### src/core/pwm_reload_pkg.sv
/*
  Shared constants for the PWM reload, flag and control block: register
  offsets, bit positions, reset values, mode and counter state types.
  Assumes an 8-bit register port with a 4-bit word address.
*/
package pwm_reload_pkg;

  localparam int ADDR_W = 4;
  localparam int DATA_W = 8;
  localparam int VAL_W = 16;
  localparam int NUM_SLOTS = 4;
  localparam int NUM_FLAGS = 4;

  // Register offsets
  localparam logic [3:0] OFS_WAVE_CTRL = 4'h0;
  localparam logic [3:0] OFS_RELOAD_CTRL = 4'h1;
  localparam logic [3:0] OFS_VALUE_FIRST = 4'h2;
  localparam logic [3:0] OFS_VALUE_LAST = 4'h9;
  localparam logic [3:0] OFS_OFFSET_CTRL = 4'hA;
  localparam logic [3:0] OFS_MATCH_FLAGS = 4'hB;
  localparam logic [3:0] OFS_CLOCK_SEL = 4'hC;

  // Value slots inside the double buffer
  localparam logic [1:0] SLOT_PHASE = 2'h0;
  localparam logic [1:0] SLOT_DUTY = 2'h1;
  localparam logic [1:0] SLOT_PERIOD = 2'h2;
  localparam logic [1:0] SLOT_OFFSET = 2'h3;

  // Field positions
  localparam int CTRL_EN_BIT = 7;
  localparam int CTRL_OUT_BIT = 5;
  localparam int CTRL_POL_BIT = 4;
  localparam int CTRL_MODE_LSB = 2;
  localparam int LD_ARM_BIT = 7;
  localparam int LD_METHOD_BIT = 6;
  localparam int LD_SOURCE_BIT = 0;
  localparam int OFS_DIR_BIT = 0;
  localparam int FLAG_PERIOD = 0;
  localparam int FLAG_DUTY = 1;
  localparam int FLAG_PHASE = 2;
  localparam int FLAG_OFFSET = 3;

  // Values after reset
  localparam logic [15:0] VALUE_RESET = 16'h0000;
  localparam logic [7:0] BYTE_RESET = 8'h00;
  localparam logic [1:0] CLOCK_SEL_RESET = 2'h0;

  // Clock source codes that keep running in sleep
  localparam logic [1:0] CLK_FAST_INTERNAL_OSC = 2'h1;
  localparam logic [1:0] CLK_SLOW_INTERNAL_OSC = 2'h2;

  typedef enum logic [1:0] {
    MODE_STANDARD = 2'h0,
    MODE_SET_ON_MATCH = 2'h1,
    MODE_TOGGLE = 2'h2,
    MODE_CENTER = 2'h3
  } wave_mode_t;

  typedef enum logic [2:0] {
    CNT_IDLE = 3'b001,
    CNT_UP = 3'b010,
    CNT_DOWN = 3'b100
  } count_state_t;

  // Value slot addressed by a register offset; index 0 is phase low
  function automatic logic [1:0] value_slot(input logic [3:0] addr);
    logic [3:0] rel;
    rel = addr - OFS_VALUE_FIRST;
    return rel[2:1];
  endfunction

  function automatic logic is_value_addr(input logic [3:0] addr);
    return (addr >= OFS_VALUE_FIRST) && (addr <= OFS_VALUE_LAST);
  endfunction

endpackage

### src/core/pwm_core_if.sv
/*
  Internal carrier between the control top, the double buffer and the
  match flag block. Assumes all three share clk_sys.
*/
`timescale 1ns/10ps
`default_nettype none
interface pwm_core_if;
  import pwm_reload_pkg::*;

  logic wr_en;
  logic [1:0] wr_slot;
  logic wr_hi;
  logic [7:0] wr_data;
  logic dir_wr;
  logic dir_data;
  logic load;
  logic [NUM_SLOTS-1:0][VAL_W-1:0] shadow_val;
  logic [NUM_SLOTS-1:0][VAL_W-1:0] oper_val;
  logic shadow_dir;
  logic oper_dir;
  logic en;
  logic [NUM_FLAGS-1:0] match;
  logic flag_wr;
  logic [NUM_FLAGS-1:0] flag_wdata;
  logic [NUM_FLAGS-1:0] flags;

  modport buffer (
    input wr_en, wr_slot, wr_hi, wr_data, dir_wr, dir_data, load,
    output shadow_val, oper_val, shadow_dir, oper_dir
  );

  modport flag_side (
    input en, match, flag_wr, flag_wdata,
    output flags
  );

  modport ctrl (
    output wr_en, wr_slot, wr_hi, wr_data, dir_wr, dir_data, load,
    output en, match, flag_wr, flag_wdata,
    input shadow_val, oper_val, shadow_dir, oper_dir, flags
  );
endinterface
`default_nettype wire

### src/core/pwm_double_buffer.sv
/*
  Shadow and operating copies of phase, duty, period, offset and the
  offset direction bit. Assumes load is a one-cycle pulse from the top.
*/
`timescale 1ns/10ps
`default_nettype none
module pwm_double_buffer
  import pwm_reload_pkg::*;
(
  // Clock and reset
  input wire logic clk_sys,
  input wire logic srst,
  // Control side
  pwm_core_if.buffer bus
);

  logic [NUM_SLOTS-1:0][VAL_W-1:0] shadow_reg, shadow_next;
  logic [NUM_SLOTS-1:0][VAL_W-1:0] oper_reg, oper_next;
  logic shadow_dir_reg, shadow_dir_next;
  logic oper_dir_reg, oper_dir_next;

  // Software only ever touches the shadow side
  always_comb begin
    shadow_next = shadow_reg;
    shadow_dir_next = shadow_dir_reg;
    if (bus.wr_en) begin
      if (bus.wr_hi) begin
        shadow_next[bus.wr_slot][15:8] = bus.wr_data;
      end else begin
        shadow_next[bus.wr_slot][7:0] = bus.wr_data;
      end
    end
    if (bus.dir_wr) begin
      shadow_dir_next = bus.dir_data;
    end
  end

  // All pairs move together; old shadow wins over a same-cycle write
  always_comb begin
    oper_next = oper_reg;
    oper_dir_next = oper_dir_reg;
    if (bus.load) begin
      oper_next = shadow_reg;
      oper_dir_next = shadow_dir_reg;
    end
  end

  always_ff @(posedge clk_sys) begin
    if (srst) begin
      shadow_reg <= '0;
      oper_reg <= '0;
      shadow_dir_reg <= 1'b0;
      oper_dir_reg <= 1'b0;
    end else begin
      shadow_reg <= shadow_next;
      oper_reg <= oper_next;
      shadow_dir_reg <= shadow_dir_next;
      oper_dir_reg <= oper_dir_next;
    end
  end

  assign bus.shadow_val = shadow_reg;
  assign bus.oper_val = oper_reg;
  assign bus.shadow_dir = shadow_dir_reg;
  assign bus.oper_dir = oper_dir_reg;
endmodule
`default_nettype wire

### src/core/pwm_match_flags.sv
/*
  Four match interrupt flags, set on the rising edge of each match
  signal. Assumes match lines are on clk_sys and glitch free.
*/
`timescale 1ns/10ps
`default_nettype none
module pwm_match_flags
  import pwm_reload_pkg::*;
(
  // Clock and reset
  input wire logic clk_sys,
  input wire logic srst,
  // Control side
  pwm_core_if.flag_side bus
);

  logic [NUM_FLAGS-1:0] match_prev_reg, match_prev_next;
  logic [NUM_FLAGS-1:0] flag_reg, flag_next;
  logic [NUM_FLAGS-1:0] rise;

  // Edge set beats a software clear in the same cycle
  always_comb begin
    rise = bus.match & ~match_prev_reg;
    match_prev_next = bus.match;
    flag_next = (bus.flag_wr ? bus.flag_wdata : flag_reg) | rise;
    if (!bus.en) begin
      flag_next = '0;
    end
  end

  always_ff @(posedge clk_sys) begin
    if (srst) begin
      match_prev_reg <= '0;
      flag_reg <= '0;
    end else begin
      match_prev_reg <= match_prev_next;
      flag_reg <= flag_next;
    end
  end

  assign bus.flags = flag_reg;
endmodule
`default_nettype wire

### src/core/pwm_reload_ctrl.sv
/*
  PWM control top: register port, waveform counter, match detection,
  output waveform and the armed double-buffer reload. Assumes the sibling
  load events and sleep indication are produced on clk_sys.
*/
// The implementer's own choices: the placing of the registers and the strobed register port.
`timescale 1ns/10ps
`default_nettype none
// Functional notes
// - Shadow copies kept apart from operating copies
// - Writes change only shadow until reload
// - Reload needs load arm set
// - All four pairs transfer in one cycle
// - Immediate mode loads at next period event
// - Triggered mode waits for sibling load event
// - Trigger source bit picks the sibling
// - Triggered load at period after trigger
// - Completed transfer clears load arm
// - Arm on period match cycle is deferred
// - Runs in sleep on internal oscillators
// - Four match flags per module
// - Flags set on rising match edge
// - Bits 3-2 select waveform mode
// - Counter runs while enable is set
// - Period match is period event, resets counter except when centred with a nonzero period, where it turns the count down
// - Flags held clear while disabled
module pwm_reload_ctrl
  import pwm_reload_pkg::*;
#(
  parameter int NUM_TRIG = 2
) (
  // Clock and reset
  input wire logic clk_sys,
  input wire logic srst,
  // Register port
  input wire logic [ADDR_W-1:0] reg_addr,
  input wire logic [DATA_W-1:0] reg_wdata,
  input wire logic reg_wr,
  input wire logic reg_rd,
  output logic [DATA_W-1:0] reg_rdata,
  // Sibling load events and system state
  input wire logic [NUM_TRIG-1:0] sibling_load,
  input wire logic sleep_mode,
  // Waveform and events
  output logic wave_out,
  output logic load_event,
  output logic [NUM_FLAGS-1:0] match_flags
);

  pwm_core_if core_bus ();

  pwm_double_buffer u_buffer (
    .clk_sys(clk_sys),
    .srst(srst),
    .bus(core_bus)
  );

  pwm_match_flags u_flags (
    .clk_sys(clk_sys),
    .srst(srst),
    .bus(core_bus)
  );

  // Control register fields
  logic en_reg, en_next;
  logic pol_reg, pol_next;
  wave_mode_t mode_reg, mode_next;
  logic lda_reg, lda_next;
  logic ldt_reg, ldt_next;
  logic lds_reg, lds_next;
  logic [1:0] clk_sel_reg, clk_sel_next;
  logic [DATA_W-1:0] rdata_reg, rdata_next;
  // Reload arming
  logic trig_seen_reg, trig_seen_next;
  logic armed_reg, armed_next;
  logic trig_now;
  logic load;
  // Counter and waveform
  count_state_t cnt_state_reg, cnt_state_next;
  logic [VAL_W-1:0] cnt_reg, cnt_next;
  logic out_reg, out_next;
  logic wave_reg, wave_next;
  logic running;
  logic period_event;
  logic phase_m, duty_m, offset_m;
  logic [VAL_W-1:0] up_match, down_match;
  logic wr_ctrl, wr_ld;
  logic [VAL_W-1:0] phase_v, duty_v, period_v, offset_v;

  assign phase_v = core_bus.oper_val[SLOT_PHASE];
  assign duty_v = core_bus.oper_val[SLOT_DUTY];
  assign period_v = core_bus.oper_val[SLOT_PERIOD];
  assign offset_v = core_bus.oper_val[SLOT_OFFSET];
  assign wr_ctrl = reg_wr && (reg_addr == OFS_WAVE_CTRL);
  assign wr_ld = reg_wr && (reg_addr == OFS_RELOAD_CTRL);

  // Register writes into the buffer and flag blocks
  always_comb begin
    core_bus.wr_en = reg_wr && is_value_addr(reg_addr);
    core_bus.wr_slot = value_slot(reg_addr);
    core_bus.wr_hi = reg_addr[0] ^ OFS_VALUE_FIRST[0];
    core_bus.wr_data = reg_wdata;
    core_bus.dir_wr = reg_wr && (reg_addr == OFS_OFFSET_CTRL);
    core_bus.dir_data = reg_wdata[OFS_DIR_BIT];
    core_bus.flag_wr = reg_wr && (reg_addr == OFS_MATCH_FLAGS);
    core_bus.flag_wdata = reg_wdata[NUM_FLAGS-1:0];
    core_bus.en = en_reg;
    core_bus.load = load;
  end

  // Control fields; a hardware clear of the arm loses to a software set
  always_comb begin
    en_next = en_reg;
    pol_next = pol_reg;
    mode_next = mode_reg;
    ldt_next = ldt_reg;
    lds_next = lds_reg;
    clk_sel_next = clk_sel_reg;
    lda_next = load ? 1'b0 : lda_reg;
    if (wr_ctrl) begin
      en_next = reg_wdata[CTRL_EN_BIT];
      pol_next = reg_wdata[CTRL_POL_BIT];
      mode_next = wave_mode_t'(reg_wdata[CTRL_MODE_LSB +: 2]);
    end
    if (wr_ld) begin
      lda_next = reg_wdata[LD_ARM_BIT];
      ldt_next = reg_wdata[LD_METHOD_BIT];
      lds_next = reg_wdata[LD_SOURCE_BIT];
    end
    if (reg_wr && (reg_addr == OFS_CLOCK_SEL)) begin
      clk_sel_next = reg_wdata[1:0];
    end
  end

  // Read data stands only in the cycle after the strobe
  always_comb begin
    rdata_next = BYTE_RESET;
    if (reg_rd) begin
      if (is_value_addr(reg_addr)) begin
        rdata_next = (reg_addr[0] ^ OFS_VALUE_FIRST[0]) ?
          core_bus.shadow_val[value_slot(reg_addr)][15:8] :
          core_bus.shadow_val[value_slot(reg_addr)][7:0];
      end else begin
        case (reg_addr)
          OFS_WAVE_CTRL: begin
            rdata_next = {en_reg, 1'b0, out_reg, pol_reg, mode_reg, 2'b00};
          end
          OFS_RELOAD_CTRL: begin
            rdata_next = {lda_reg, ldt_reg, 5'h00, lds_reg};
          end
          OFS_OFFSET_CTRL: begin
            rdata_next = {7'h00, core_bus.shadow_dir};
          end
          OFS_MATCH_FLAGS: begin
            rdata_next = {4'h0, core_bus.flags};
          end
          OFS_CLOCK_SEL: begin
            rdata_next = {6'h00, clk_sel_reg};
          end
          default: begin
            rdata_next = BYTE_RESET;
          end
        endcase
      end
    end
  end

  // Counter keeps going in sleep only on the internal oscillators
  always_comb begin
    running = en_reg && (!sleep_mode || (clk_sel_reg == CLK_FAST_INTERNAL_OSC) ||
      (clk_sel_reg == CLK_SLOW_INTERNAL_OSC));
    period_event = running && (cnt_state_reg == CNT_UP) && (cnt_reg == period_v);
  end

  // Waveform counter: up with period reset, or up and down when centred
  always_comb begin
    cnt_state_next = cnt_state_reg;
    cnt_next = cnt_reg;
    if (!en_reg) begin
      cnt_state_next = CNT_IDLE;
      cnt_next = VALUE_RESET;
    end else if (running) begin
      case (cnt_state_reg)
        CNT_IDLE: begin
          cnt_state_next = CNT_UP;
        end
        CNT_UP: begin
          if (cnt_reg == period_v) begin
            if (mode_reg == MODE_CENTER && period_v != VALUE_RESET) begin
              cnt_state_next = CNT_DOWN;
              cnt_next = cnt_reg - 16'h0001;
            end else begin
              cnt_next = VALUE_RESET;
            end
          end else begin
            cnt_next = cnt_reg + 16'h0001;
          end
        end
        CNT_DOWN: begin
          if (cnt_reg == VALUE_RESET) begin
            cnt_state_next = CNT_UP;
            cnt_next = 16'h0001;
          end else begin
            cnt_next = cnt_reg - 16'h0001;
          end
        end
        default: begin
          cnt_state_next = CNT_IDLE;
          cnt_next = VALUE_RESET;
        end
      endcase
    end
  end

  // Match detection while the counter is live
  always_comb begin
    phase_m = running && (cnt_state_reg != CNT_IDLE) && (cnt_reg == phase_v);
    duty_m = running && (cnt_state_reg != CNT_IDLE) && (cnt_reg == duty_v);
    offset_m = running && (cnt_state_reg != CNT_IDLE) && (cnt_reg == offset_v);
    // Direction only matters when centred, as the down leg repeats values
    if (mode_reg == MODE_CENTER) begin
      offset_m = offset_m && ((cnt_state_reg == CNT_DOWN) == core_bus.oper_dir);
    end
    core_bus.match = '0;
    core_bus.match[FLAG_PERIOD] = period_event;
    core_bus.match[FLAG_DUTY] = duty_m;
    core_bus.match[FLAG_PHASE] = phase_m;
    core_bus.match[FLAG_OFFSET] = offset_m;
    up_match = period_v - duty_v;
    down_match = up_match + 16'h0001;
  end

  // Output state per mode; polarity applied only at the pin
  always_comb begin
    out_next = out_reg;
    if (!en_reg) begin
      out_next = 1'b0;
    end else begin
      case (mode_reg)
        MODE_STANDARD: begin
          if (duty_m) begin
            out_next = 1'b0;
          end else if (phase_m) begin
            out_next = 1'b1;
          end
        end
        MODE_SET_ON_MATCH: begin
          if (phase_m) begin
            out_next = 1'b1;
          end
        end
        MODE_TOGGLE: begin
          if (phase_m) begin
            out_next = !out_reg;
          end
        end
        MODE_CENTER: begin
          if (running && cnt_state_reg == CNT_UP && cnt_reg == up_match && duty_v != 16'h0000) begin
            out_next = 1'b1;
          end else if (running && cnt_state_reg == CNT_DOWN && cnt_reg == down_match) begin
            out_next = 1'b0;
          end
        end
        default: begin
          out_next = 1'b0;
        end
      endcase
    end
    wave_next = out_next ^ pol_next;
  end

  // Reload arming; an arm seen on the period cycle waits one more event
  always_comb begin
    trig_now = sibling_load[lds_reg];
    trig_seen_next = trig_seen_reg;
    if (!lda_reg || load) begin
      trig_seen_next = 1'b0;
    end else if (trig_now) begin
      trig_seen_next = 1'b1;
    end
    armed_next = lda_reg && !load && (!ldt_reg || trig_now || trig_seen_reg);
    load = armed_reg && lda_reg && period_event;
  end

  always_ff @(posedge clk_sys) begin
    if (srst) begin
      en_reg <= 1'b0;
      pol_reg <= 1'b0;
      mode_reg <= MODE_STANDARD;
      lda_reg <= 1'b0;
      ldt_reg <= 1'b0;
      lds_reg <= 1'b0;
      clk_sel_reg <= CLOCK_SEL_RESET;
      rdata_reg <= BYTE_RESET;
      trig_seen_reg <= 1'b0;
      armed_reg <= 1'b0;
      cnt_state_reg <= CNT_IDLE;
      cnt_reg <= VALUE_RESET;
      out_reg <= 1'b0;
      wave_reg <= 1'b0;
    end else begin
      en_reg <= en_next;
      pol_reg <= pol_next;
      mode_reg <= mode_next;
      lda_reg <= lda_next;
      ldt_reg <= ldt_next;
      lds_reg <= lds_next;
      clk_sel_reg <= clk_sel_next;
      rdata_reg <= rdata_next;
      trig_seen_reg <= trig_seen_next;
      armed_reg <= armed_next;
      cnt_state_reg <= cnt_state_next;
      cnt_reg <= cnt_next;
      out_reg <= out_next;
      wave_reg <= wave_next;
    end
  end

  assign reg_rdata = rdata_reg;
  assign wave_out = wave_reg;
  assign load_event = load;
  assign match_flags = core_bus.flags;
endmodule
`default_nettype wire

### config.mk
export PLATFORM = sky130hd
export DESIGN_NAME = pwm_reload_ctrl
export DESIGN_NICKNAME = d
export VERILOG_FILES = /design/src/core/pwm_reload_pkg.sv /design/src/core/pwm_core_if.sv /design/src/core/pwm_double_buffer.sv /design/src/core/pwm_match_flags.sv /design/src/core/pwm_reload_ctrl.sv
export SDC_FILE = /design/constraint.sdc
export NUM_CORES = 1
export LEC_CHECK = 0
export BUFFER_PORTS_ARGS = -buffer_cell sky130_fd_sc_hd__clkbuf_2
export CORE_MARGIN = 4
export CORE_UTILIZATION = 40
export DETAILED_ROUTE_END_ITERATION = 8
export PLACE_DENSITY = 0.62
export SYNTH_ARGS = -nofsm -noshare
export SYNTH_HDL_FRONTEND = slang
export SYNTH_HIERARCHICAL = 1
export SYNTH_SLANG_ARGS = --single-unit
### constraint.sdc
create_clock -name clk_sys -period 3.9 [get_ports clk_sys]
set_clock_uncertainty 0.1 [all_clocks]
set_input_delay 0.78 -clock clk_sys [delete_from_list [all_inputs] [get_ports clk_sys]]
set_output_delay 0.78 -clock clk_sys [all_outputs]
set_load 0.01 [all_outputs]
==> flow_metrics.py <==
metrics = {
    "outcome": {
        "status": "finished clean",
    },
    "sta": {
        "period_needed_ns": 3.74,
        "worst_slack_ns": 0.164,
        "setup_violations": 0,
        "max_freq_ghz": 0.268,
        "relSlewSlack_pct": 48.2,
        "fin_hold_ws_ns": 0.390,
        "finalMaxSlewViolations": 0,
        "max_slew.worst_pin.slew_ns": 0.778,
        "period_share_pct": 95.8,
        "finalHoldViolCount": 0,
    },
    "critical_path": {
        "cp_max_fo": 6,
        "worstSetupPathType": "register to register",
        "start_kind": "register",
        "critPathCaptureType": "register",
        "worstPathRequired_ns": 4.12,
        "r2r_setup_slack_ns": 0.16,
        "crit_arrival_ns": 3.95,
    },
    "clock_tree": {
        "cts_buffer_depth": 2,
        "insertion_delay_ns": 0.45,
        "path_clk_slew_ns": 0.08,
        "cts.htree.levels": 4,
        "cts_sinks": 178,
        "cts_tree": "built",
        "numCtsBuffers": 17,
        "clock-root-buffer": "clkbuf_16",
    },
    "grt": {
        "grt_pass1_wl_microns": 51300,
        "track_usage_pct": 22.5,
        "grt_pass1_vias": 8750,
        "antenna_found_initial": 0,
        "overflow": 0,
        "grt_max_degree": 66,
    },
    "final_layout": {
        "final_util_pct": 47.1,
        "nets": 1326,
        "most-common-layout-cells": "178 x dfxtp_1, 143 x mux2i_1, 123 x nor2_1",
        "area_growth_pct": 15.2,
        "drive_above_1_share_pct": 15.8,
        "layout_commonest_cell": "dfxtp_1",
        "final_cells": 1635,
        "final_area_sq_mm": 0.0123,
        "antenna_cells": 0,
    },
    "route": {
        "drc": 0,
        "dr.pass1.iters": 7,
        "via_per_inst": 5.76,
        "wl_per_cell_microns": 20.6,
        "drt_first_iter_violations": 872,
        "vias": 9423,
        "wl_microns": 33700,
        "final_antenna_net_count": 0,
    },
    "flow_run": {
        "max_cap_violations": 0,
    },
    "placement": {
        "pre_cts_slack_ns": -0.0929,
        "dp_cells": 1598,
        "routabilityCongestion": 0.922,
        "place_area_sq_mm": 0.0115,
        "io_buffers": 32,
        "dp_hpwl_microns": 24600,
    },
    "synthesis": {
        "synthArstFlopShare_pct": 0,
        "synth_ff_type": "dfxtp_1",
        "ys_warn_count": 6,
        "mappedNetlistNets": 1277,
        "yosys.area.top_type_share_pct": 33.3,
        "netlist_instances": 1238,
        "synth-seq-area-share_pct": 33.3,
        "synth.area.top_cells": "dfxtp_1 33%, mux2i_1 13%, xor2_1 6.1%",
        "ys_ff_latch": 178,
        "syn_area_sq_mm": 0.0107,
        "synth.distinct_cells": 83,
        "yosysTopAreaCell": "dfxtp_1",
        "synth_edf_count": 0,
        "syn_area_per_cell_sq_um": 8.66,
    },
    "die": {
        "die_h_microns": 172,
        "rows": 59,
        "io_pins": 33,
        "start_util_pct": 40.9,
        "die_area_sq_mm": 0.0295,
        "coreArea_sq_mm": 0.0262,
        "dieWidth_microns": 172,
    },
    "pwr": {
        "irDropWorstVdd_uv": 266,
        "powerDensity_mw_per_mm2": 317,
        "power.leakage_nw": 5.23,
    },
    "worst_hold_path": {
        "min_path_type": "register to register",
    },
}
[final cells by class]
cell class	count	area [sq um]
Clock buffer	18	429
Clock inverter	14	214
Fill cell	2475	13900
Inverter	33	124
Multi-Input combinational cell	935	6740
Sequential cell	178	3560
Tap cell	335	419
Timing Repair Buffer	122	858
[worst max-delay path: stages (launching register included)]
cell	delay [ns]
dfxtp_1	0.33
inv_1	0.04
ha_1	0.20
fa_2	0.36
nand2b_4	0.17
a211oi_4	0.35
o21ai_1	0.11
o41a_1	0.20
a211oi_4	0.36
and4bb_1	0.27
mux2_1	0.34
o22ai_2	0.18
o41ai_2	0.10
a21oi_2	0.16
mux2_1	0.34
[per-stage QoR]
stage | TNS [ns] | power [mW]
2_1_floorplan | 0 | 2.00
3_3_place_gp | 0 | 2.07
3_5_place_dp | -0.0929 | 2.07
4_1_cts | 0 | 3.93
5_1_grt | -0.00881 | 4.01
6_report | 0 | 3.91
[cells in the mapped netlist, types with 4 or more instances]
cell type,number
and2_1,9
o211ai_1,4
xnor2_1,28
mux2i_1,143
and3_1,9
nand3_1,22
o221ai_1,7
nand2b_1,88
mux4_2,8
nor4_1,30
a31oi_1,5
a221oi_1,5
clkbuf_1,48
dfxtp_1,178
o21ai_0,32
a22oi_1,9
nand4_1,20
nor3b_1,4
mux2_2,5
nor2_1,124
ha_1,19
nand2_1,73
buf_2,25
xor2_1,75
buf_1,14
or2_2,6
a211oi_1,8
a221o_1,8
a21oi_1,61
a21o_1,11
nor2b_1,11
o22ai_1,10
a32oi_1,6
inv_1,31
nor3_1,24
[where the power goes]
part	internal [mW]	switching [mW]	total, mW
combinational	0.0691	0.122	0.192
sequential	1.83	0.0111	1.84
clock	1.05	0.836	1.88
[worst paths after layout]
| check | start | endpoint | depth (start not counted) |
|---|---|---|---|
| worst max-delay path | u_buffer/bus.oper_val[32] | wave_out | 14 |
| worst min-delay path | ldt_reg | reg_rdata[6] | 2 |
| worst min register to register | ldt_reg | reg_rdata[6] | 2 |
| worst max register to register | u_buffer/bus.oper_val[32] | wave_out | 14 |
[routing by layer]
layer | wire length (microns) | track usage (%) | vias to the layer above | part of all wire (%)
met3 | 2160 | 4.14 | 51 | 6.4
met5 | 0 | 0 | - | 0
met2 | 15400 | 35.1 | 327 | 46
li1 | - | - | 4485 | -
met4 | 839 | 6.72 | 0 | 2.5
met1 | 15300 | 31.8 | 4560 | 45
[kinds of logic (layout without fill, tap and decap cells)]
| kind of cell | after synthesis | after routing | share of synthesized area, % |
|---|---|---|---|
| buffers and inverters | 125 | 187 | 4.95 |
| adder cells (fa/ha/maj) | 20 | 20 | 2.41 |
| flip-flops | 178 | 178 | 33.3 |
| AO/OA/AOI/OAI | 207 | 207 | 13.4 |
| AND/OR/NAND/NOR | 447 | 447 | 21.8 |
| multiplexers | 158 | 158 | 15.8 |
| XOR/XNOR | 103 | 103 | 8.42 |
[timing repair]
| item | CTS | global route |
|---|---|---|
| hold buffers | 0 | 0 |
| gates resized for setup | 1 | 24 |
| pin swaps | 1 | 7 |
| setup buffers | 1 | 4 |
| setup endpoints to repair | 1 | 2 |
| cloned | 0 | 0 |
(Power assumes the default switching activity.)
